<file path="config.mk">
export PLATFORM = sky130hd
export DESIGN_NAME = tirq_top
export DESIGN_NICKNAME = d
export VERILOG_FILES = /design/src/inc/tirq_pkg.sv /design/src/core/tirq_top.sv
export SDC_FILE = /design/constraint.sdc
export NUM_CORES = 1
export LEC_CHECK = 0
export BUFFER_PORTS_ARGS = -buffer_cell sky130_fd_sc_hd__buf_2
export CORE_AREA = 8 8 257 259
export DETAILED_ROUTE_END_ITERATION = 6
export DIE_AREA = 0 0 265 267
export HOLD_SLACK_MARGIN = 0.15
export PLACE_DENSITY = 0.45
export SLEW_MARGIN = 5
export SYNTH_ARGS = -nofsm -noshare
export SYNTH_HDL_FRONTEND = slang
export SYNTH_SLANG_ARGS = --single-unit
</file>
<file path="constraint.sdc">
create_clock -name clock -period 9.75 [get_ports clock]
set_input_delay 0 -clock clock [delete_from_list [all_inputs] [get_ports clock]]
set_output_delay 0 -clock clock [all_outputs]
set_load 0.02 [all_outputs]
</file>
<file path="src/inc/tirq_pkg.sv">
// package: register map, field positions and reset values of the timer interrupt block
package tirq_pkg;

    localparam int unsigned CHANNELS        = 6;
    localparam int unsigned COUNTER_WIDTH   = 16;
    localparam int unsigned MATCH_UNITS     = 4;

    // byte offsets on the register bus
    localparam logic [7:0]  ENABLE_BASE     = 8'h00;
    localparam logic [7:0]  STATUS_BASE     = 8'h20;
    localparam logic [7:0]  EVENT_STATUS    = 8'h40;
    localparam logic [7:0]  EVENT_ENABLE    = 8'h44;
    localparam logic [7:0]  EVENT_CLEAR     = 8'h48;

    // bit positions shared by the enable and status registers
    localparam int unsigned BIT_DIRECTION   = 7;
    localparam int unsigned BIT_RESERVED6   = 6;
    localparam int unsigned BIT_UNDERFLOW   = 5;
    localparam int unsigned BIT_OVERFLOW    = 4;
    localparam int unsigned BIT_MATCH_D     = 3;
    localparam int unsigned BIT_MATCH_C     = 2;
    localparam int unsigned BIT_MATCH_B     = 1;
    localparam int unsigned BIT_MATCH_A     = 0;

    // implemented bits per channel class
    localparam logic [7:0]  FLAG_MASK_FULL  = 8'h1f;
    localparam logic [7:0]  FLAG_MASK_PHASE = 8'h33;
    localparam logic [7:0]  EN_MASK_FULL    = 8'h9f;
    localparam logic [7:0]  EN_MASK_PHASE   = 8'hb3;
    localparam logic [7:0]  READ_ONE_FULL   = 8'hc0;
    localparam logic [7:0]  READ_ONE_PHASE  = 8'h40;

    // values after reset, and the counter wrap limits
    localparam logic [7:0]  ENABLE_RESET    = 8'h00;
    localparam logic [7:0]  FLAG_RESET      = 8'h00;
    localparam logic [5:0]  EVENT_RESET     = 6'h00;
    localparam logic [15:0] COUNTER_RESET   = 16'h0000;
    localparam logic [15:0] COUNTER_MAX     = 16'hffff;
    localparam logic [15:0] COUNTER_MIN     = 16'h0000;

    // bus response codes
    localparam logic [1:0]  RESP_OKAY       = 2'h0;
    localparam logic [1:0]  RESP_SLVERR     = 2'h2;

    typedef enum logic [2:0]
    {
        TIRQ_IDLE = 3'h1,
        TIRQ_FILL = 3'h2,
        TIRQ_RESP = 3'h4
    } tirq_wstate_type;

endpackage

</file>
<file path="src/core/tirq_top.sv">
// timer channel interrupt enables, status flags and register slave
//
// Overview of operation
// - overflow request active only while bit 4 enable and overflow flag set
// - underflow request raised while underflow enable and underflow flag both set
// - underflow enable at bit 5, only channels 1,2,4,5; else reads 0
// - enable bit 3 gates match D request in channels 0,3 only
// - enable bit 2 gates match C request in channels 0,3 only
// - enable bit 1 gates match B request in every channel
// - enable bit 0 gates match A request in every channel
// - match flag set on counter equal in compare, or capture load
// - each channel has its own readable 8-bit status register
// - status bit 7 shows count direction in channels 1,2,4,5
// - status bit 7 reads 1 in channels 0 and 3
// - status bit 6 reads 1 everywhere, writes ignored
// - underflow flag set on wrap from minimum to maximum in phase mode
// - status bit 5 reads 0 in channels 0 and 3
// - underflow flag cleared only by reading 1 then writing 0
// - overflow flag set when counter wraps from maximum to zero
// - overflow flag cleared only by reading 1 then writing 0
// - flags accept only written 0; writing cannot set a flag
//
// Implementation choices: the AXI4-Lite slave port and the address map.
`timescale 1ns/1ns
module tirq_top
    import tirq_pkg::*;
(
    input  wire logic                                   clock,
    input  wire logic                                   sys_rst,
    input  wire logic [tirq_pkg::CHANNELS-1:0][15:0]    channel_counter,
    input  wire logic [tirq_pkg::CHANNELS-1:0]          count_up,
    input  wire logic [tirq_pkg::CHANNELS-1:0]          phase_mode,
    input  wire logic [tirq_pkg::CHANNELS-1:0][3:0][15:0] general_reg,
    input  wire logic [tirq_pkg::CHANNELS-1:0][3:0]     compare_mode,
    input  wire logic [tirq_pkg::CHANNELS-1:0][3:0]     capture_load,
    input  wire logic [7:0]                             s_axi_awaddr,
    input  wire logic                                   s_axi_awvalid,
    output logic                                        s_axi_awready,
    input  wire logic [31:0]                            s_axi_wdata,
    input  wire logic [3:0]                             s_axi_wstrb,
    input  wire logic                                   s_axi_wvalid,
    output logic                                        s_axi_wready,
    output logic [1:0]                                  s_axi_bresp,
    output logic                                        s_axi_bvalid,
    input  wire logic                                   s_axi_bready,
    input  wire logic [7:0]                             s_axi_araddr,
    input  wire logic                                   s_axi_arvalid,
    output logic                                        s_axi_arready,
    output logic [31:0]                                 s_axi_rdata,
    output logic [1:0]                                  s_axi_rresp,
    output logic                                        s_axi_rvalid,
    input  wire logic                                   s_axi_rready,
    output logic [tirq_pkg::CHANNELS-1:0]               overflow_irq_request,
    output logic [tirq_pkg::CHANNELS-1:0]               underflow_irq_request,
    output logic [tirq_pkg::CHANNELS-1:0]               match_d_irq_request,
    output logic [tirq_pkg::CHANNELS-1:0]               match_c_irq_request,
    output logic [tirq_pkg::CHANNELS-1:0]               match_b_irq_request,
    output logic [tirq_pkg::CHANNELS-1:0]               match_a_irq_request,
    output logic                                        irq
);

    // channels 0 and 3 carry all four match units
    function automatic logic full_channel(input int unsigned ch);
        full_channel = (ch == 0) || (ch == 3);
    endfunction

    function automatic logic [7:0] flag_mask(input int unsigned ch);
        flag_mask = full_channel(ch) ? FLAG_MASK_FULL : FLAG_MASK_PHASE;
    endfunction

    function automatic logic [7:0] enable_mask(input int unsigned ch);
        enable_mask = full_channel(ch) ? EN_MASK_FULL : EN_MASK_PHASE;
    endfunction

    // register decode: returns channel index, valid when in range
    function automatic logic decode_channel(input logic [7:0] addr, input logic [7:0] base,
                                            output logic [2:0] ch);
        logic [7:0] rel;
        rel = addr - base;
        ch  = rel[4:2];
        decode_channel = (addr >= base) && (rel[7:5] == 3'h0) && (rel[1:0] == 2'h0)
                         && (rel[4:2] < 3'(CHANNELS));
    endfunction

    // state
    logic [CHANNELS-1:0][7:0]   enable_reg;
    logic [CHANNELS-1:0][7:0]   next_enable_reg;
    logic [CHANNELS-1:0][7:0]   flag_reg;
    logic [CHANNELS-1:0][7:0]   next_flag_reg;
    logic [CHANNELS-1:0][7:0]   armed;
    logic [CHANNELS-1:0][7:0]   next_armed;
    logic [CHANNELS-1:0][15:0]  counter_prev;
    logic [CHANNELS-1:0]        counter_seen;
    logic [CHANNELS-1:0][7:0]   set_event;
    logic [5:0]                 event_status;
    logic [5:0]                 next_event_status;
    logic [5:0]                 event_enable;
    logic [5:0]                 next_event_enable;

    // bus state
    tirq_wstate_type            wstate;
    tirq_wstate_type            next_wstate;
    logic [7:0]                 waddr;
    logic [7:0]                 next_waddr;
    logic [7:0]                 wbyte;
    logic [7:0]                 next_wbyte;
    logic                       wbyte_en;
    logic                       next_wbyte_en;
    logic                       aw_held;
    logic                       next_aw_held;
    logic                       w_held;
    logic                       next_w_held;
    logic                       next_awready;
    logic                       next_wready;
    logic                       next_bvalid;
    logic [1:0]                 next_bresp;
    logic                       next_arready;
    logic                       next_rvalid;
    logic [31:0]                next_rdata;
    logic [1:0]                 next_rresp;
    logic                       do_write;
    logic                       do_read;

    // per-channel event detection from the counter
    genvar gch;
    genvar gu;
    generate
        for (gch = 0; gch < CHANNELS; gch++)
        begin : g_event
            logic moved;
            assign moved = counter_seen[gch] && (channel_counter[gch] != counter_prev[gch]);
            // overflow wrap
            assign set_event[gch][BIT_OVERFLOW] = counter_seen[gch]
                && (counter_prev[gch] == COUNTER_MAX) && (channel_counter[gch] == COUNTER_MIN);
            // underflow wrap
            if (full_channel(gch))
            begin : g_nounder
                assign set_event[gch][BIT_UNDERFLOW] = 1'b0;
            end
            else
            begin : g_under
                assign set_event[gch][BIT_UNDERFLOW] = phase_mode[gch] && counter_seen[gch]
                    && (counter_prev[gch] == COUNTER_MIN) && (channel_counter[gch] == COUNTER_MAX);
            end
            // compare match or capture
            for (gu = 0; gu < MATCH_UNITS; gu++)
            begin : g_match
                assign set_event[gch][gu] = (full_channel(gch) || gu <= BIT_MATCH_B) && (capture_load[gch][gu]
                    || (compare_mode[gch][gu] && moved && channel_counter[gch] == general_reg[gch][gu]));
            end
            assign set_event[gch][7:6] = 2'b00;
        end
    endgenerate

    always_ff @(posedge clock or posedge sys_rst)
    begin
        if (sys_rst)
        begin
            counter_prev <= '{default: COUNTER_RESET};
            counter_seen <= '0;
        end
        else
        begin
            counter_prev <= channel_counter;
            counter_seen <= '1;
        end
    end

    // write channel: address and data taken in either order
    always_comb
    begin
        next_wstate   = wstate;
        next_waddr    = waddr;
        next_wbyte    = wbyte;
        next_wbyte_en = wbyte_en;
        next_aw_held  = aw_held;
        next_w_held   = w_held;
        next_awready  = s_axi_awready;
        next_wready   = s_axi_wready;
        next_bvalid   = s_axi_bvalid;
        next_bresp    = s_axi_bresp;
        do_write      = 1'b0;
        case (wstate)
            TIRQ_IDLE, TIRQ_FILL:
            begin
                if (s_axi_awvalid && s_axi_awready)
                begin
                    next_waddr   = s_axi_awaddr;
                    next_aw_held = 1'b1;
                    next_awready = 1'b0;
                end
                if (s_axi_wvalid && s_axi_wready)
                begin
                    next_wbyte    = s_axi_wdata[7:0];
                    next_wbyte_en = s_axi_wstrb[0];
                    next_w_held   = 1'b1;
                    next_wready   = 1'b0;
                end
                if (aw_held && w_held)
                begin
                    do_write     = 1'b1;
                    next_bvalid  = 1'b1;
                    next_bresp   = write_ok(waddr) ? RESP_OKAY : RESP_SLVERR;
                    next_aw_held = 1'b0;
                    next_w_held  = 1'b0;
                    next_wstate  = TIRQ_RESP;
                end
                else if (next_aw_held || next_w_held)
                begin
                    next_wstate = TIRQ_FILL;
                end
            end
            TIRQ_RESP:
            begin
                if (s_axi_bready)
                begin
                    next_bvalid  = 1'b0;
                    next_awready = 1'b1;
                    next_wready  = 1'b1;
                    next_wstate  = TIRQ_IDLE;
                end
            end
            default:
            begin
                next_wstate  = TIRQ_IDLE;
                next_awready = 1'b1;
                next_wready  = 1'b1;
                next_bvalid  = 1'b0;
            end
        endcase
    end

    function automatic logic write_ok(input logic [7:0] addr);
        logic [2:0] ch;
        write_ok = decode_channel(addr, ENABLE_BASE, ch) || decode_channel(addr, STATUS_BASE, ch)
                   || addr == EVENT_STATUS || addr == EVENT_ENABLE || addr == EVENT_CLEAR;
    endfunction

    // read channel: one read at a time, answer one cycle after the address
    assign do_read = s_axi_arvalid && s_axi_arready;

    always_comb
    begin
        logic [2:0] ch;
        ch           = 3'h0;
        next_arready = s_axi_arready;
        next_rvalid  = s_axi_rvalid;
        next_rdata   = s_axi_rdata;
        next_rresp   = s_axi_rresp;
        if (do_read)
        begin
            next_arready = 1'b0;
            next_rvalid  = 1'b1;
            next_rdata   = 32'h0000_0000;
            next_rresp   = RESP_OKAY;
            if (decode_channel(s_axi_araddr, ENABLE_BASE, ch))
                next_rdata[7:0] = enable_view(ch);
            // per-channel status view
            // status readback
            else if (decode_channel(s_axi_araddr, STATUS_BASE, ch))
                next_rdata[7:0] = status_view(ch);
            else if (s_axi_araddr == EVENT_STATUS)
                next_rdata[5:0] = event_status;
            else if (s_axi_araddr == EVENT_ENABLE)
                next_rdata[5:0] = event_enable;
            else if (s_axi_araddr != EVENT_CLEAR)
                next_rresp = RESP_SLVERR;
        end
        else if (s_axi_rvalid && s_axi_rready)
        begin
            next_rvalid  = 1'b0;
            next_arready = 1'b1;
        end
    end

    function automatic logic [7:0] enable_view(input logic [2:0] ch);
        // unimplemented bits read 0; bit 6 reads 1
        enable_view = (enable_reg[ch] & enable_mask(ch)) | READ_ONE_PHASE;
    endfunction

    function automatic logic [7:0] status_view(input logic [2:0] ch);
        logic [7:0] v;
        v = (flag_reg[ch] & flag_mask(ch)) | (full_channel(ch) ? READ_ONE_FULL : READ_ONE_PHASE);
        if (!full_channel(ch))
            v[BIT_DIRECTION] = count_up[ch];
        status_view = v;
    endfunction

    // enables, flags, arming and the summary interrupt
    always_comb
    begin
        logic [2:0] wch;
        logic [2:0] rch;
        logic       wr_en;
        logic       wr_st;
        logic       rd_st;
        logic [7:0] clr;
        wch   = 3'h0;
        rch   = 3'h0;
        clr   = 8'h00;
        wr_en = do_write && wbyte_en && decode_channel(waddr, ENABLE_BASE, wch);
        wr_st = do_write && wbyte_en && decode_channel(waddr, STATUS_BASE, wch);
        rd_st = do_read && decode_channel(s_axi_araddr, STATUS_BASE, rch);
        next_enable_reg   = enable_reg;
        next_flag_reg     = flag_reg;
        next_armed        = armed;
        next_event_status = event_status;
        next_event_enable = event_enable;
        // only implemented enable bits take writes
        if (wr_en)
            next_enable_reg[wch] = wbyte & enable_mask(wch);
        if (rd_st)
            next_armed[rch] = armed[rch] | (flag_reg[rch] & flag_mask(rch));
        // only armed bits written 0 clear; ones never set
        if (wr_st)
        begin
            clr             = armed[wch] & ~wbyte;
            next_flag_reg[wch] = flag_reg[wch] & ~clr;
            next_armed[wch]    = 8'h00;
        end
        if (do_write && wbyte_en && waddr == EVENT_ENABLE)
            next_event_enable = wbyte[5:0];
        if (do_write && wbyte_en && waddr == EVENT_CLEAR)
            next_event_status = event_status & ~wbyte[5:0];
        for (int c = 0; c < CHANNELS; c++)
        begin
            // events set, winning over a clear
            next_flag_reg[c] = (next_flag_reg[c] | set_event[c]) & flag_mask(c);
            if ((set_event[c] & ~flag_reg[c]) != 8'h00)
                next_event_status[c] = 1'b1;
        end
    end

    always_ff @(posedge clock or posedge sys_rst)
    begin
        if (sys_rst)
        begin
            wstate        <= TIRQ_IDLE;
            waddr         <= 8'h00;
            wbyte         <= 8'h00;
            wbyte_en      <= 1'b0;
            aw_held       <= 1'b0;
            w_held        <= 1'b0;
            s_axi_awready <= 1'b1;
            s_axi_wready  <= 1'b1;
            s_axi_bvalid  <= 1'b0;
            s_axi_bresp   <= RESP_OKAY;
            s_axi_arready <= 1'b1;
            s_axi_rvalid  <= 1'b0;
            s_axi_rdata   <= 32'h0000_0000;
            s_axi_rresp   <= RESP_OKAY;
        end
        else
        begin
            wstate        <= next_wstate;
            waddr         <= next_waddr;
            wbyte         <= next_wbyte;
            wbyte_en      <= next_wbyte_en;
            aw_held       <= next_aw_held;
            w_held        <= next_w_held;
            s_axi_awready <= next_awready;
            s_axi_wready  <= next_wready;
            s_axi_bvalid  <= next_bvalid;
            s_axi_bresp   <= next_bresp;
            s_axi_arready <= next_arready;
            s_axi_rvalid  <= next_rvalid;
            s_axi_rdata   <= next_rdata;
            s_axi_rresp   <= next_rresp;
        end
    end

    always_ff @(posedge clock or posedge sys_rst)
    begin
        if (sys_rst)
        begin
            enable_reg   <= '{default: ENABLE_RESET};
            flag_reg     <= '{default: FLAG_RESET};
            armed        <= '{default: FLAG_RESET};
            event_status <= EVENT_RESET;
            event_enable <= EVENT_RESET;
        end
        else
        begin
            enable_reg   <= next_enable_reg;
            flag_reg     <= next_flag_reg;
            armed        <= next_armed;
            event_status <= next_event_status;
            event_enable <= next_event_enable;
        end
    end

    // interrupt requests registered from flags and enables
    always_ff @(posedge clock or posedge sys_rst)
    begin
        if (sys_rst)
        begin
            overflow_irq_request  <= '0;
            underflow_irq_request <= '0;
            match_d_irq_request   <= '0;
            match_c_irq_request   <= '0;
            match_b_irq_request   <= '0;
            match_a_irq_request   <= '0;
            irq                   <= 1'b0;
        end
        else
        begin
            for (int c = 0; c < CHANNELS; c++)
            begin
                overflow_irq_request[c]  <= next_flag_reg[c][BIT_OVERFLOW] && next_enable_reg[c][BIT_OVERFLOW];
                underflow_irq_request[c] <= next_flag_reg[c][BIT_UNDERFLOW] && next_enable_reg[c][BIT_UNDERFLOW];
                match_d_irq_request[c]   <= next_flag_reg[c][BIT_MATCH_D] && next_enable_reg[c][BIT_MATCH_D];
                match_c_irq_request[c]   <= next_flag_reg[c][BIT_MATCH_C] && next_enable_reg[c][BIT_MATCH_C];
                match_b_irq_request[c]   <= next_flag_reg[c][BIT_MATCH_B] && next_enable_reg[c][BIT_MATCH_B];
                match_a_irq_request[c]   <= next_flag_reg[c][BIT_MATCH_A] && next_enable_reg[c][BIT_MATCH_A];
            end
            irq <= (next_event_status & next_event_enable) != 6'h00;
        end
    end

endmodule

</file>
==> results.py, run 1 <==
metrics = {
    "yosys": {
        "number_of_enable_type_register_cells_in_the_synthesized_netlist": 0,
        "synthDominantAreaCellType": "sky130_fd_sc_hd__dfrtp_1",
        "synth.ff_latch_count": 266,
        "cells_taking_the_most_area_after_synthesis": "sky130_fd_sc_hd__dfrtp_1 41%, sky130_fd_sc_hd__xnor2_1 10%, sky130_fd_sc_hd__xor2_1 5.7%",
        "yosys.cell_types.count": 73,
        "share_of_the_yosys_chip_area_belonging_to_registers_pct": 41.78,
        "postSynth.topFlopCell": "sky130_fd_sc_hd__dfrtp_1",
        "yosysTopAreaCellShare_pct": 41.12,
        "synthesized_instance_count": 1634,
        "async_flop_share_pct": 100.0,
        "netlist_area_sq_mm": 0.01594,
        "yosys_warnings": 0,
        "syn_avg_cell_area_sq_um": 9.757,
    },
    "clock_tree": {
        "ctsHtreeMaxLevel": 2,
        "tritoncts": "yes",
        "cts_setup_buffers": 0,
        "post_cts_resized": 0,
        "clkSlewWorstSetupHoldPaths_ns": 0.06,
        "worstSkewPairLatency_ns": 0.54,
        "clock_path_buffers": 3,
        "clockRootBuffer": "sky130_fd_sc_hd__clkbuf_16",
        "cts_buf_count": 34,
        "postCtsHoldBufs": 181,
        "clock_sink_count": 266,
    },
    "floorplan": {
        "floorplan.die_area_sq_mm": 0.07076,
        "fp.dieH_um": 267,
        "design.portCount": 677,
        "floorplan.core_area_sq_mm": 0.06216,
        "std_cell_rows": 92,
        "initial_utilization_pct": 25.65,
        "fp.dieW_um": 265,
    },
    "timing": {
        "actual_transition_at_the_worst_max_transition_pin_ns": 1.159,
        "relSlewSlack_pct": 22.14,
        "grt_setup_unrepaired": "false",
        "final-hold-violation-count": 0,
        "share_of_the_clock_period_used_by_the_worst_path_pct": 36.92,
        "fin_skew_ns": 0.01226,
        "fin_hold_ws_ns": 0.1730,
        "setup_viol_count_final": 0,
        "achievable-frequency_ghz": 0.2778,
        "report.final.slew_viol_count": 0,
        "layout_min_cycle_time_ns": 3.600,
        "fin_setup_tns_ns": 0,
    },
    "routing": {
        "drc": 0,
        "drtIter0Drc": 919,
        "detail-route-antenna-nets": 0,
        "vias_per_cell": 4.795,
        "wire_length_per_cell_after_detailed_routing_um": 22.57,
        "drt_first_pass_iters": 6,
        "num_vias": 14750,
        "routed_wl_um": 69390,
    },
    "critical_path": {
        "worstPathMaxFanout": 21,
        "cpMaxStageDelayCell": "sky130_fd_sc_hd__dfrtp_1",
        "timing.critical_path.required_ns": 10.17,
        "critPathArrivalTime_ns": 4.02,
        "critical_path_class": "reg -> reg",
        "list_of_cells_traversed_by_the_critical_path": "a211oi_1, nand4_1, nand2b_1, nor2_2, mux2i_1, nand3_1, dlygate4sd3_1",
        "r2r_start": "waddr[3]$_DFFE_PP0P_",
        "critical-path-max-stage-delay_ns": 0.74,
        "setup.worst_path.start_class": "flop",
        "endpoint_kind": "flop",
        "cp-startpoint": "waddr[3]$_DFFE_PP0P_",
    },
    "place": {
        "portBuffers": 464,
        "place_inst": 2828,
        "post_dp_cell_area_sq_mm": 0.01891,
        "gp_weighted_congestion": 0.8922,
        "hpwl_um": 55120,
    },
    "global_route": {
        "largest_net_degree_at_the_start_of_global_routing": 72,
        "grt_pass1_vias": 15880,
        "global_route.overflow_total": 0,
        "grt.total_usage_pct": 18.94,
        "first_pass_grt_wire_length_um": 102100,
        "initial_antenna_violation_count": 7,
    },
    "status": {
        "outcome": "finished clean",
    },
    "layout": {
        "largest_reg_flops": 96,
        "area_growth_syn_to_layout_pct": 37.69,
        "fraction_of_layout_instances_using_a_drive_strength_above_1_pct": 26.73,
        "layoutNonFillerInstCount": 3075,
        "layout.cells.most_common": "sky130_fd_sc_hd__buf_2",
        "final_design_area_no_fill_sq_mm": 0.02195,
        "fin_nets": 2845,
        "fillCellCount": 6440,
        "most-common-layout-cells": "464 x sky130_fd_sc_hd__buf_2, 262 x sky130_fd_sc_hd__dfrtp_1, 184 x sky130_fd_sc_hd__xnor2_1, 181 x sky130_fd_sc_hd__dlygate4sd3_1, 106 x sky130_fd_sc_hd__nand2_1",
    },
    "pwr": {
        "cellPowerDensity_mw_per_mm2": 163.0,
        "switching_fraction_pct": 31.65,
        "leakagePower_nw": 9.588,
        "power_switching_w": 0.001133,
        "peakVddDrop_mv": 0.08558,
        "cell_internal_pwr_w": 0.002446,
        "design_power_total_w": 0.003578,
        "seq_power_share_pct": 36.9,
        "clkPwrFrac_pct": 38.3,
        "comb_power_share_pct": 24.8,
    },
    "worst_hold_path": {
        "worst_hold_path_type": "in -> reg",
        "origin_of_the_worst_min_delay_path": "compare_mode[14]",
    },
    "flow_run": {
        "drv.max_cap_violation_count": 0,
    },
}
-- worst max-delay path, delay by kind of cell, from the launching register on --
| kind | cells | cell delay [ns] |
|---|---|---|
| AOI/OAI and AO/OA | 1 | 0.51 |
| buffers and inverters | 1 | 0.58 |
| DFF | 1 | 0.74 |
| muxes | 1 | 0.25 |
| and+or+nand+nor | 4 | 1.40 |
-- per-stage QoR --
| stage | setup slack, ns | utilization (%) |
|---|---|---|
| 6_report | 6.150 | 35.32 |
| 5_1_grt | 5.898 | 35.31 |
| 4_1_cts | 6.199 | 35.30 |
| 3_5_place_dp | 6.436 | 30.42 |
| 3_3_place_gp | 6.456 | 30.42 |
| 2_1_floorplan | 2.431 | - |
-- power groups by stage --
stage / Combinational, W / Sequential, W / Clock, W
2_1_floorplan: 0.000495 / 0.00131 / 0
3_3_place_gp: 0.000812 / 0.00134 / 0
3_5_place_dp: 0.000815 / 0.00134 / 0
4_1_cts: 0.000892 / 0.00132 / 0.00142
5_1_grt: 0.000968 / 0.00133 / 0.00146
6_report: 0.000889 / 0.00132 / 0.00137
-- cell type report --
| cell class | count | area, sq um | share of cell area (%) |
|---|---|---|---|
| diodes | 5 | 12.51 | 0.05700 |
| clock inverters | 17 | 219.0 | 0.9974 |
| multi-input cells | 1232 | 8635 | 39.33 |
| well taps | 799 | 999.7 | 4.554 |
| repair buffers | 653 | 4194 | 19.11 |
| clock buffers | 44 | 1002 | 4.565 |
| flip-flops and latches | 266 | 6661 | 30.34 |
| inverters | 59 | 229.0 | 1.043 |
-- synthesized netlist by cell type (8+ instances only) --
cell and instances:
sky130_fd_sc_hd__and3_1 13, sky130_fd_sc_hd__nor2b_1 86, sky130_fd_sc_hd__mux2i_1 49, sky130_fd_sc_hd__nor3_1 29
sky130_fd_sc_hd__o211ai_1 10, sky130_fd_sc_hd__o2111ai_1 10, sky130_fd_sc_hd__and2_1 26, sky130_fd_sc_hd__mux2_2 31
sky130_fd_sc_hd__nand2b_1 26, sky130_fd_sc_hd__xnor2_1 184, sky130_fd_sc_hd__nand2_1 106, sky130_fd_sc_hd__nand3_1 44
sky130_fd_sc_hd__nand4_1 70, sky130_fd_sc_hd__o21ai_0 66, sky130_fd_sc_hd__xor2_1 103, sky130_fd_sc_hd__a211oi_1 10
sky130_fd_sc_hd__mux4_2 19, sky130_fd_sc_hd__clkbuf_1 66, sky130_fd_sc_hd__a2111oi_0 8, sky130_fd_sc_hd__buf_4 36
sky130_fd_sc_hd__dfrtp_1 262, sky130_fd_sc_hd__a21oi_1 26, sky130_fd_sc_hd__nor2_1 100, sky130_fd_sc_hd__inv_1 58
sky130_fd_sc_hd__nor4_1 51, sky130_fd_sc_hd__nor4bb_1 18, sky130_fd_sc_hd__o22ai_1 12
-- final timing paths --
check | slack, ns | depth (start not counted) | to
min | 0.17 | 5 | flag_reg[26]$_DFF_PP0_
max | 6.15 | 7 | flag_reg[16]$_DFF_PP0_
max reg2reg | 6.15 | 7 | flag_reg[16]$_DFF_PP0_
min reg2reg | 0.48 | 1 | armed[5]$_DFF_PP0_
min in group asynchronous | 0.68 | 4 | counter_prev[9]$_DFF_PP0_
max in group asynchronous | 6.83 | 6 | s_axi_bvalid$_DFFE_PP0P_
-- kinds of logic (layout without fill, tap and decap cells) --
group	after synthesis	after routing	synth area share [%]
simple gates	614	614	21.36
xor+xnor	287	287	15.77
flops	266	266	41.78
compound gates	195	195	8.162
buf+inv	171	773	4.929
mux	99	99	7.950
other cells	2	42	0.04711
-- metal layers --
metal  global-route usage, %  routed length [um]  vias to the layer above
li1                        -                   -                     6906
met1                   25.20               31250                     7211
met2                   30.36               31600                      528
met3                   4.734                4755                       95
met4                   5.322                1751                        6
met5                       0                  37                        -
Note: power is estimated with default switching activity, not from simulation.
==> inputs of run 2 (changes only) <==
==> constraint.sdc (replaced) <==
create_clock -name clock -period 3.4 [get_ports clock]
set_input_delay 0 -clock clock [delete_from_list [all_inputs] [get_ports clock]]
set_output_delay 0 -clock clock [all_outputs]
set_load 0.02 [all_outputs]
==> results.py, run 2 (synthesized netlist as in run 1, its figures left out) <==
metrics = {
    "place": {
        "place_worst_setup_slack_ns": 0.4846,
        "portBuffers": 464,
        "hpwl_um": 56250,
        "gp_weighted_congestion": 0.9302,
        "post_dp_cell_area_sq_mm": 0.01913,
    },
    "global_route": {
        "initial_antenna_violation_count": 4,
        "grt.total_usage_pct": 19.14,
        "grt_pass1_vias": 15970,
        "first_pass_grt_wire_length_um": 102600,
        "largest_net_degree_at_the_start_of_global_routing": 135,
        "global_route.overflow_total": 0,
    },
    "layout": {
        "fin_nets": 2871,
        "post-route-util_pct": 35.54,
        "fraction_of_layout_instances_using_a_drive_strength_above_1_pct": 27.08,
        "largest_reg_flops": 96,
        "area_growth_syn_to_layout_pct": 38.55,
        "most-common-layout-cells": "464 x sky130_fd_sc_hd__buf_2, 262 x sky130_fd_sc_hd__dfrtp_1, 184 x sky130_fd_sc_hd__xnor2_1, 182 x sky130_fd_sc_hd__dlygate4sd3_1, 106 x sky130_fd_sc_hd__nand2_1",
        "layout.cells.most_common": "sky130_fd_sc_hd__buf_2",
        "final_design_area_no_fill_sq_mm": 0.02209,
    },
    "floorplan": {
        "design.portCount": 677,
        "initial_utilization_pct": 25.65,
        "floorplan.die_area_sq_mm": 0.07076,
        "std_cell_rows": 92,
        "floorplan.core_area_sq_mm": 0.06216,
        "fp.dieW_um": 265,
        "fp.dieH_um": 267,
    },
    "timing": {
        "share_of_the_clock_period_used_by_the_worst_path_pct": 92.16,
        "actual_transition_at_the_worst_max_transition_pin_ns": 0.9421,
        "layout_min_cycle_time_ns": 3.133,
        "setup_viol_count_final": 0,
        "report.final.slew_viol_count": 0,
        "fin_hold_ws_ns": 0.1758,
        "relSlewSlack_pct": 37.19,
        "grt_setup_unrepaired": "false",
        "setup_ws_ns": 0.2667,
        "fin_skew_ns": 0.02406,
        "final-hold-violation-count": 0,
        "achievable-frequency_ghz": 0.3192,
    },
    "flow_run": {
        "drv.max_cap_violation_count": 0,
    },
    "pwr": {
        "cellPowerDensity_mw_per_mm2": 455.6,
        "peakVddDrop_mv": 0.2380,
        "seq_power_share_pct": 37.5,
        "switching_fraction_pct": 32.25,
        "power_switching_w": 0.003246,
        "cell_internal_pwr_w": 0.006817,
        "comb_power_share_pct": 26.1,
        "leakagePower_nw": 9.670,
        "design_power_total_w": 0.01006,
        "clkPwrFrac_pct": 36.4,
    },
    "routing": {
        "detail-route-antenna-nets": 0,
        "drc": 0,
        "routed_wl_um": 70020,
        "drt_first_pass_iters": 7,
        "num_vias": 14860,
        "vias_per_cell": 4.796,
        "drtIter0Drc": 900,
        "wire_length_per_cell_after_detailed_routing_um": 22.59,
    },
    "clock_tree": {
        "clock_path_buffers": 3,
        "clkSlewWorstSetupHoldPaths_ns": 0.06,
        "clock_sink_count": 266,
        "worstSkewPairLatency_ns": 0.53,
        "clockRootBuffer": "sky130_fd_sc_hd__clkbuf_16",
        "tritoncts": "yes",
        "cts_buf_count": 35,
        "ctsHtreeMaxLevel": 2,
    },
    "critical_path": {
        "timing.critical_path.required_ns": 3.87,
        "critPathArrivalTime_ns": 3.60,
        "worstPathMaxFanout": 7,
        "reg2reg_setup_slack_ns": 0.28,
        "endpoint_kind": "flop",
        "r2r_start": "waddr[1]$_DFFE_PP0P_",
        "critical_path_class": "in -> reg",
        "ff2ff_path_depth": 11,
        "setup.worst_path.start_class": "input pin",
        "regToRegEndpoint": "match_c_irq_request[0]$_DFF_PP0_",
    },
    "worst_hold_path": {
        "holdPathStages": 4,
        "end_point_of_the_most_critical_hold_path": "event_status[4]$_DFF_PP0_",
        "origin_of_the_worst_min_delay_path": "compare_mode[17]",
        "worst_hold_path_type": "in -> reg",
    },
    "status": {
        "outcome": "finished clean",
    },
}
==> run 2: power groups by stage <==
stage,combinational [W],sequential [W],clock [W]
6_report,0.00262,0.00378,0.00366
5_1_grt,0.00285,0.00382,0.00391
4_1_cts,0.00264,0.00378,0.00380
3_5_place_dp,0.00243,0.00383,0
3_3_place_gp,0.00241,0.00383,0
2_1_floorplan,0.00142,0.00376,0
==> run 2: per-layer routing <==
| metal | global-route usage [%] | part of all wire (%) |
|---|---|---|
| met3 | 4.965 | 7.0 |
| met5 | 0 | 0.036 |
| met2 | 30.20 | 45 |
| met4 | 5.381 | 2.6 |
| met1 | 25.72 | 45 |
==> run 2: how the worst max path moves through the flow <==
stage,start,end,slack (ns)
6_report,channel_counter[14],irq$_DFF_PP0_,0.27
2_1_floorplan,sys_rst,armed[0]$_DFF_PP0_,-0.11
4_1_cts,channel_counter[14],irq$_DFF_PP0_,0.09
3_3_place_gp,waddr[1]$_DFFE_PP0P_,irq$_DFF_PP0_,0.45
5_1_grt,counter_prev[50]$_DFF_PP0_,flag_reg[27]$_DFF_PP0_,0.04
3_5_place_dp,waddr[1]$_DFFE_PP0P_,irq$_DFF_PP0_,0.48
==> run 2: repair_timing <==
item / 4_1_cts / 5_1_grt
hold buffers: 182 / 0
endpoints found under the hold margin: 438 / 0
setup endpoints to repair: 0 / 2
resized for setup: 0 / 3
setup buffers: 0 / 0
==> run 2: final cells by class <==
cell class / count / area, sq um
antenna: 3 / 7.507
timing repair buffer: 678 / 4434
clock inverter: 9 / 103.9
fill: 6461 / 40070
clock buffer: 53 / 1016
multi-input combinational: 1232 / 8641
tap: 799 / 999.7
inverter: 59 / 225.2
sequential: 266 / 6661
==> run 2: per-stage QoR <==
| step | std cells | TNS (ns) |
|---|---|---|
| finish | 3099 | 0 |
| CTS | 3096 | 0 |
| global route | 3098 | 0 |
| global placement | 2852 | 0 |
| detailed placement | 2852 | 0 |
| floorplan | 1669 | -28.36 |
==> run 2: worst max-delay path, cell delays in order <==
cell and delay [ns]:
sky130_fd_sc_hd__dlygate4sd3_1 0.53, sky130_fd_sc_hd__buf_2 0.21, sky130_fd_sc_hd__xor2_1 0.19, sky130_fd_sc_hd__nor4_1 0.39
sky130_fd_sc_hd__nand3_1 0.12, sky130_fd_sc_hd__dlygate4sd3_1 0.59, sky130_fd_sc_hd__nor4_2 0.43, sky130_fd_sc_hd__dlygate4sd3_1 0.65
sky130_fd_sc_hd__nand3_1 0.13, sky130_fd_sc_hd__nand4_1 0.21, sky130_fd_sc_hd__a2111o_1 0.15
==> inputs of run 3 (changes only) <==
--- a/config.mk
+++ b/config.mk
@@ -5,12 +5,14 @@
 export SDC_FILE = /design/constraint.sdc
 export NUM_CORES = 1
 export LEC_CHECK = 0
+export ABC_AREA = 1
 export BUFFER_PORTS_ARGS = -buffer_cell sky130_fd_sc_hd__buf_2
-export CORE_AREA = 8 8 257 259
+export CORE_AREA = 8 8 260 262
 export DETAILED_ROUTE_END_ITERATION = 6
-export DIE_AREA = 0 0 265 267
+export DIE_AREA = 0 0 268 270
+export GPL_TIMING_DRIVEN = 0
 export HOLD_SLACK_MARGIN = 0.15
-export PLACE_DENSITY = 0.45
+export PLACE_DENSITY = 0.46
 export SLEW_MARGIN = 5
 export SYNTH_ARGS = -nofsm -noshare
 export SYNTH_HDL_FRONTEND = slang
==> results.py, run 3 <==
metrics = {
    "clock_tree": {
        "clkSlewWorstSetupHoldPaths_ns": 0.06,
        "ctsHtreeMaxLevel": 2,
        "cts_buf_count": 35,
        "tritoncts": "yes",
        "clock_path_buffers": 3,
        "clockRootBuffer": "sky130_fd_sc_hd__clkbuf_16",
        "clock_sink_count": 266,
        "worstSkewPairLatency_ns": 0.54,
    },
    "layout": {
        "layout.cells.most_common": "sky130_fd_sc_hd__nand2_1",
        "largest_reg_flops": 96,
        "post-route-util_pct": 37.76,
        "most-common-layout-cells": "773 x sky130_fd_sc_hd__nand2_1, 479 x sky130_fd_sc_hd__buf_2, 397 x sky130_fd_sc_hd__inv_1, 288 x sky130_fd_sc_hd__nor2_1, 262 x sky130_fd_sc_hd__dfrtp_1",
        "fillCellCount": 6845,
        "fin_nets": 3862,
        "area_growth_syn_to_layout_pct": 39.08,
        "fraction_of_layout_instances_using_a_drive_strength_above_1_pct": 19.50,
    },
    "timing": {
        "final-hold-violation-count": 0,
        "report.final.slew_viol_count": 0,
        "layout_min_cycle_time_ns": 3.149,
        "achievable-frequency_ghz": 0.3176,
        "grt_setup_unrepaired": "false",
        "setup_ws_ns": 0.2511,
        "relSlewSlack_pct": 21.97,
        "setup_viol_count_final": 0,
        "share_of_the_clock_period_used_by_the_worst_path_pct": 92.62,
        "actual_transition_at_the_worst_max_transition_pin_ns": 1.163,
        "fin_skew_ns": 0.01783,
    },
    "routing": {
        "drtIter0Drc": 1302,
        "drc": 0,
        "routed_wl_um": 77630,
        "detail-route-antenna-nets": 0,
        "vias_per_cell": 4.569,
        "drt_first_pass_iters": 7,
        "num_vias": 18950,
        "wire_length_per_cell_after_detailed_routing_um": 18.72,
    },
    "floorplan": {
        "initial_utilization_pct": 27.15,
        "std_cell_rows": 93,
        "fp.dieH_um": 270,
        "fp.dieW_um": 268,
        "floorplan.core_area_sq_mm": 0.06365,
        "floorplan.die_area_sq_mm": 0.07236,
        "design.portCount": 677,
    },
    "yosys": {
        "synth.ff_latch_count": 266,
        "synth.cells.most_frequent": "773 x sky130_fd_sc_hd__nand2_1, 398 x sky130_fd_sc_hd__inv_1, 288 x sky130_fd_sc_hd__nor2_1",
        "postSynth.topFlopCell": "sky130_fd_sc_hd__dfrtp_1",
        "most_frequent_cell_after_synthesis": "sky130_fd_sc_hd__nand2_1",
        "share_of_the_yosys_chip_area_belonging_to_registers_pct": 38.55,
        "yosys_warnings": 0,
        "yosys.cell_types.count": 56,
        "yosysTopAreaCellShare_pct": 37.94,
        "synthesized_instance_count": 2528,
        "syn_avg_cell_area_sq_um": 6.835,
        "synthDominantAreaCellType": "sky130_fd_sc_hd__dfrtp_1",
        "number_of_enable_type_register_cells_in_the_synthesized_netlist": 0,
        "netlist_area_sq_mm": 0.01728,
        "async_flop_share_pct": 100.0,
        "cells_taking_the_most_area_after_synthesis": "sky130_fd_sc_hd__dfrtp_1 38%, sky130_fd_sc_hd__nand2_1 17%, sky130_fd_sc_hd__inv_1 8.6%",
    },
    "global_route": {
        "initial_antenna_violation_count": 9,
        "grt.total_usage_pct": 20.89,
        "global_route.overflow_total": 0,
        "largest_net_degree_at_the_start_of_global_routing": 38,
        "grt_pass1_vias": 19810,
        "first_pass_grt_wire_length_um": 117300,
    },
    "pwr": {
        "peakVddDrop_mv": 0.2629,
        "cellPowerDensity_mw_per_mm2": 457.6,
        "design_power_total_w": 0.01100,
        "leakagePower_nw": 12.63,
    },
    "place": {
        "portBuffers": 463,
        "place_worst_setup_slack_ns": 0.04600,
        "hpwl_um": 62560,
        "gp_weighted_congestion": 0.9521,
    },
    "worst_hold_path": {
        "worst_hold_path_type": "in -> reg",
        "holdPathStages": 2,
    },
    "critical_path": {
        "setup.worst_path.start_class": "input pin",
        "timing.critical_path.required_ns": 3.87,
        "critical_path_class": "in -> reg",
        "ff2ff_path_depth": 14,
        "worstPathMaxFanout": 6,
        "endpoint_kind": "flop",
        "critPathArrivalTime_ns": 3.62,
    },
    "flow_run": {
        "drv.max_cap_violation_count": 0,
    },
    "status": {
        "outcome": "finished clean",
    },
}
-- run 3: cell type report --
| type | instances | area (sq um) | area share, % |
|---|---|---|---|
| Inverter | 407 | 1535 | 6.388 |
| Clock inverter | 7 | 65.06 | 0.2707 |
| Buffer | 76 | 476.7 | 1.984 |
| Timing Repair Buffer | 663 | 4399 | 18.31 |
| Antenna cell | 5 | 12.51 | 0.05206 |
| Tap cell | 855 | 1070 | 4.452 |
| Clock buffer | 54 | 1070 | 4.452 |
| Sequential cell | 266 | 6661 | 27.72 |
| Multi-Input combinational cell | 1814 | 8742 | 36.38 |
-- run 3: routing by layer --
layer | vias to the layer above | part of all wire (%) | GRT usage (%)
met1 | 8801 | 45 | 27.79
li1 | 9371 | - | -
met4 | 8 | 2.4 | 5.155
met3 | 112 | 7.3 | 4.934
met2 | 654 | 45 | 33.83
met5 | - | 0.073 | 0
-- run 3: power by group --
part	internal, W	switching (W)	leakage (nW)
clock	0.00224	0.00148	0.554
sequential	0.00357	0.000278	3.20
combinational	0.00118	0.00225	8.88
-- run 3: metrics by stage --
step	hold WS, ns	setup TNS (ns)	cell area (sq um)	std cells
6_report	0.1745	0	24030	4147
5_1_grt	0.1637	0	24020	4143
4_1_cts	0.1504	0	24020	4142
3_5_place_dp	-0.08803	0	20960	3889
3_3_place_gp	0.1271	-578.37	20800	3881
2_1_floorplan	0.03143	-28.36	17410	2563
-- run 3: final timing paths --
| check | start | endpoint | slack (ns) |
|---|---|---|---|
| max | s_axi_araddr[0] | s_axi_rdata[7]$_DFFE_PP0P_ | 0.25 |
| min | channel_counter[19] | counter_prev[19]$_DFF_PP0_ | 0.17 |
| max reg2reg | waddr[4]$_DFFE_PP0P_ | irq$_DFF_PP0_ | 0.30 |
| min reg2reg | wstate[0]$_DFFE_PP1P_ | wstate[0]$_DFFE_PP1P_ | 0.48 |
| max in group asynchronous | sys_rst | counter_prev[57]$_DFF_PP0_ | 1.72 |
| min in group asynchronous | sys_rst | counter_prev[41]$_DFF_PP0_ | 0.50 |
-- run 3: kinds of logic (layout without fill, tap and decap cells) --
| logic type | Yosys count | in the layout | share of synthesized area [%] |
|---|---|---|---|
| other | 2 | 42 | 0.04346 |
| DFF | 266 | 266 | 38.55 |
| AOI/OAI and AO/OA | 376 | 376 | 13.06 |
| buffers and inverters | 483 | 1207 | 11.61 |
| muxes | 5 | 5 | 0.3258 |
| and+or+nand+nor | 1290 | 1290 | 31.04 |
| xor gates and xnor gates | 106 | 106 | 5.373 |
-- run 3: critical path, cell delays in order --
cell and delay (ns):
sky130_fd_sc_hd__dlygate4sd3_1 0.53, sky130_fd_sc_hd__buf_2 0.12, sky130_fd_sc_hd__nor2_1 0.32, sky130_fd_sc_hd__dlygate4sd3_1 0.68, sky130_fd_sc_hd__nand2_1 0.08, sky130_fd_sc_hd__dlygate4sd3_1 0.58
sky130_fd_sc_hd__nor2_1 0.44, sky130_fd_sc_hd__nand3_1 0.16, sky130_fd_sc_hd__a21oi_1 0.17, sky130_fd_sc_hd__dlygate4sd3_1 0.55
-- run 3: what timing repair did --
item                                    CTS  global route
hold endpoints to repair                301             0
resized for setup                         0             3
hold buffers                            192             0
endpoints found under the setup margin    0             1
buffers inserted                          0             0
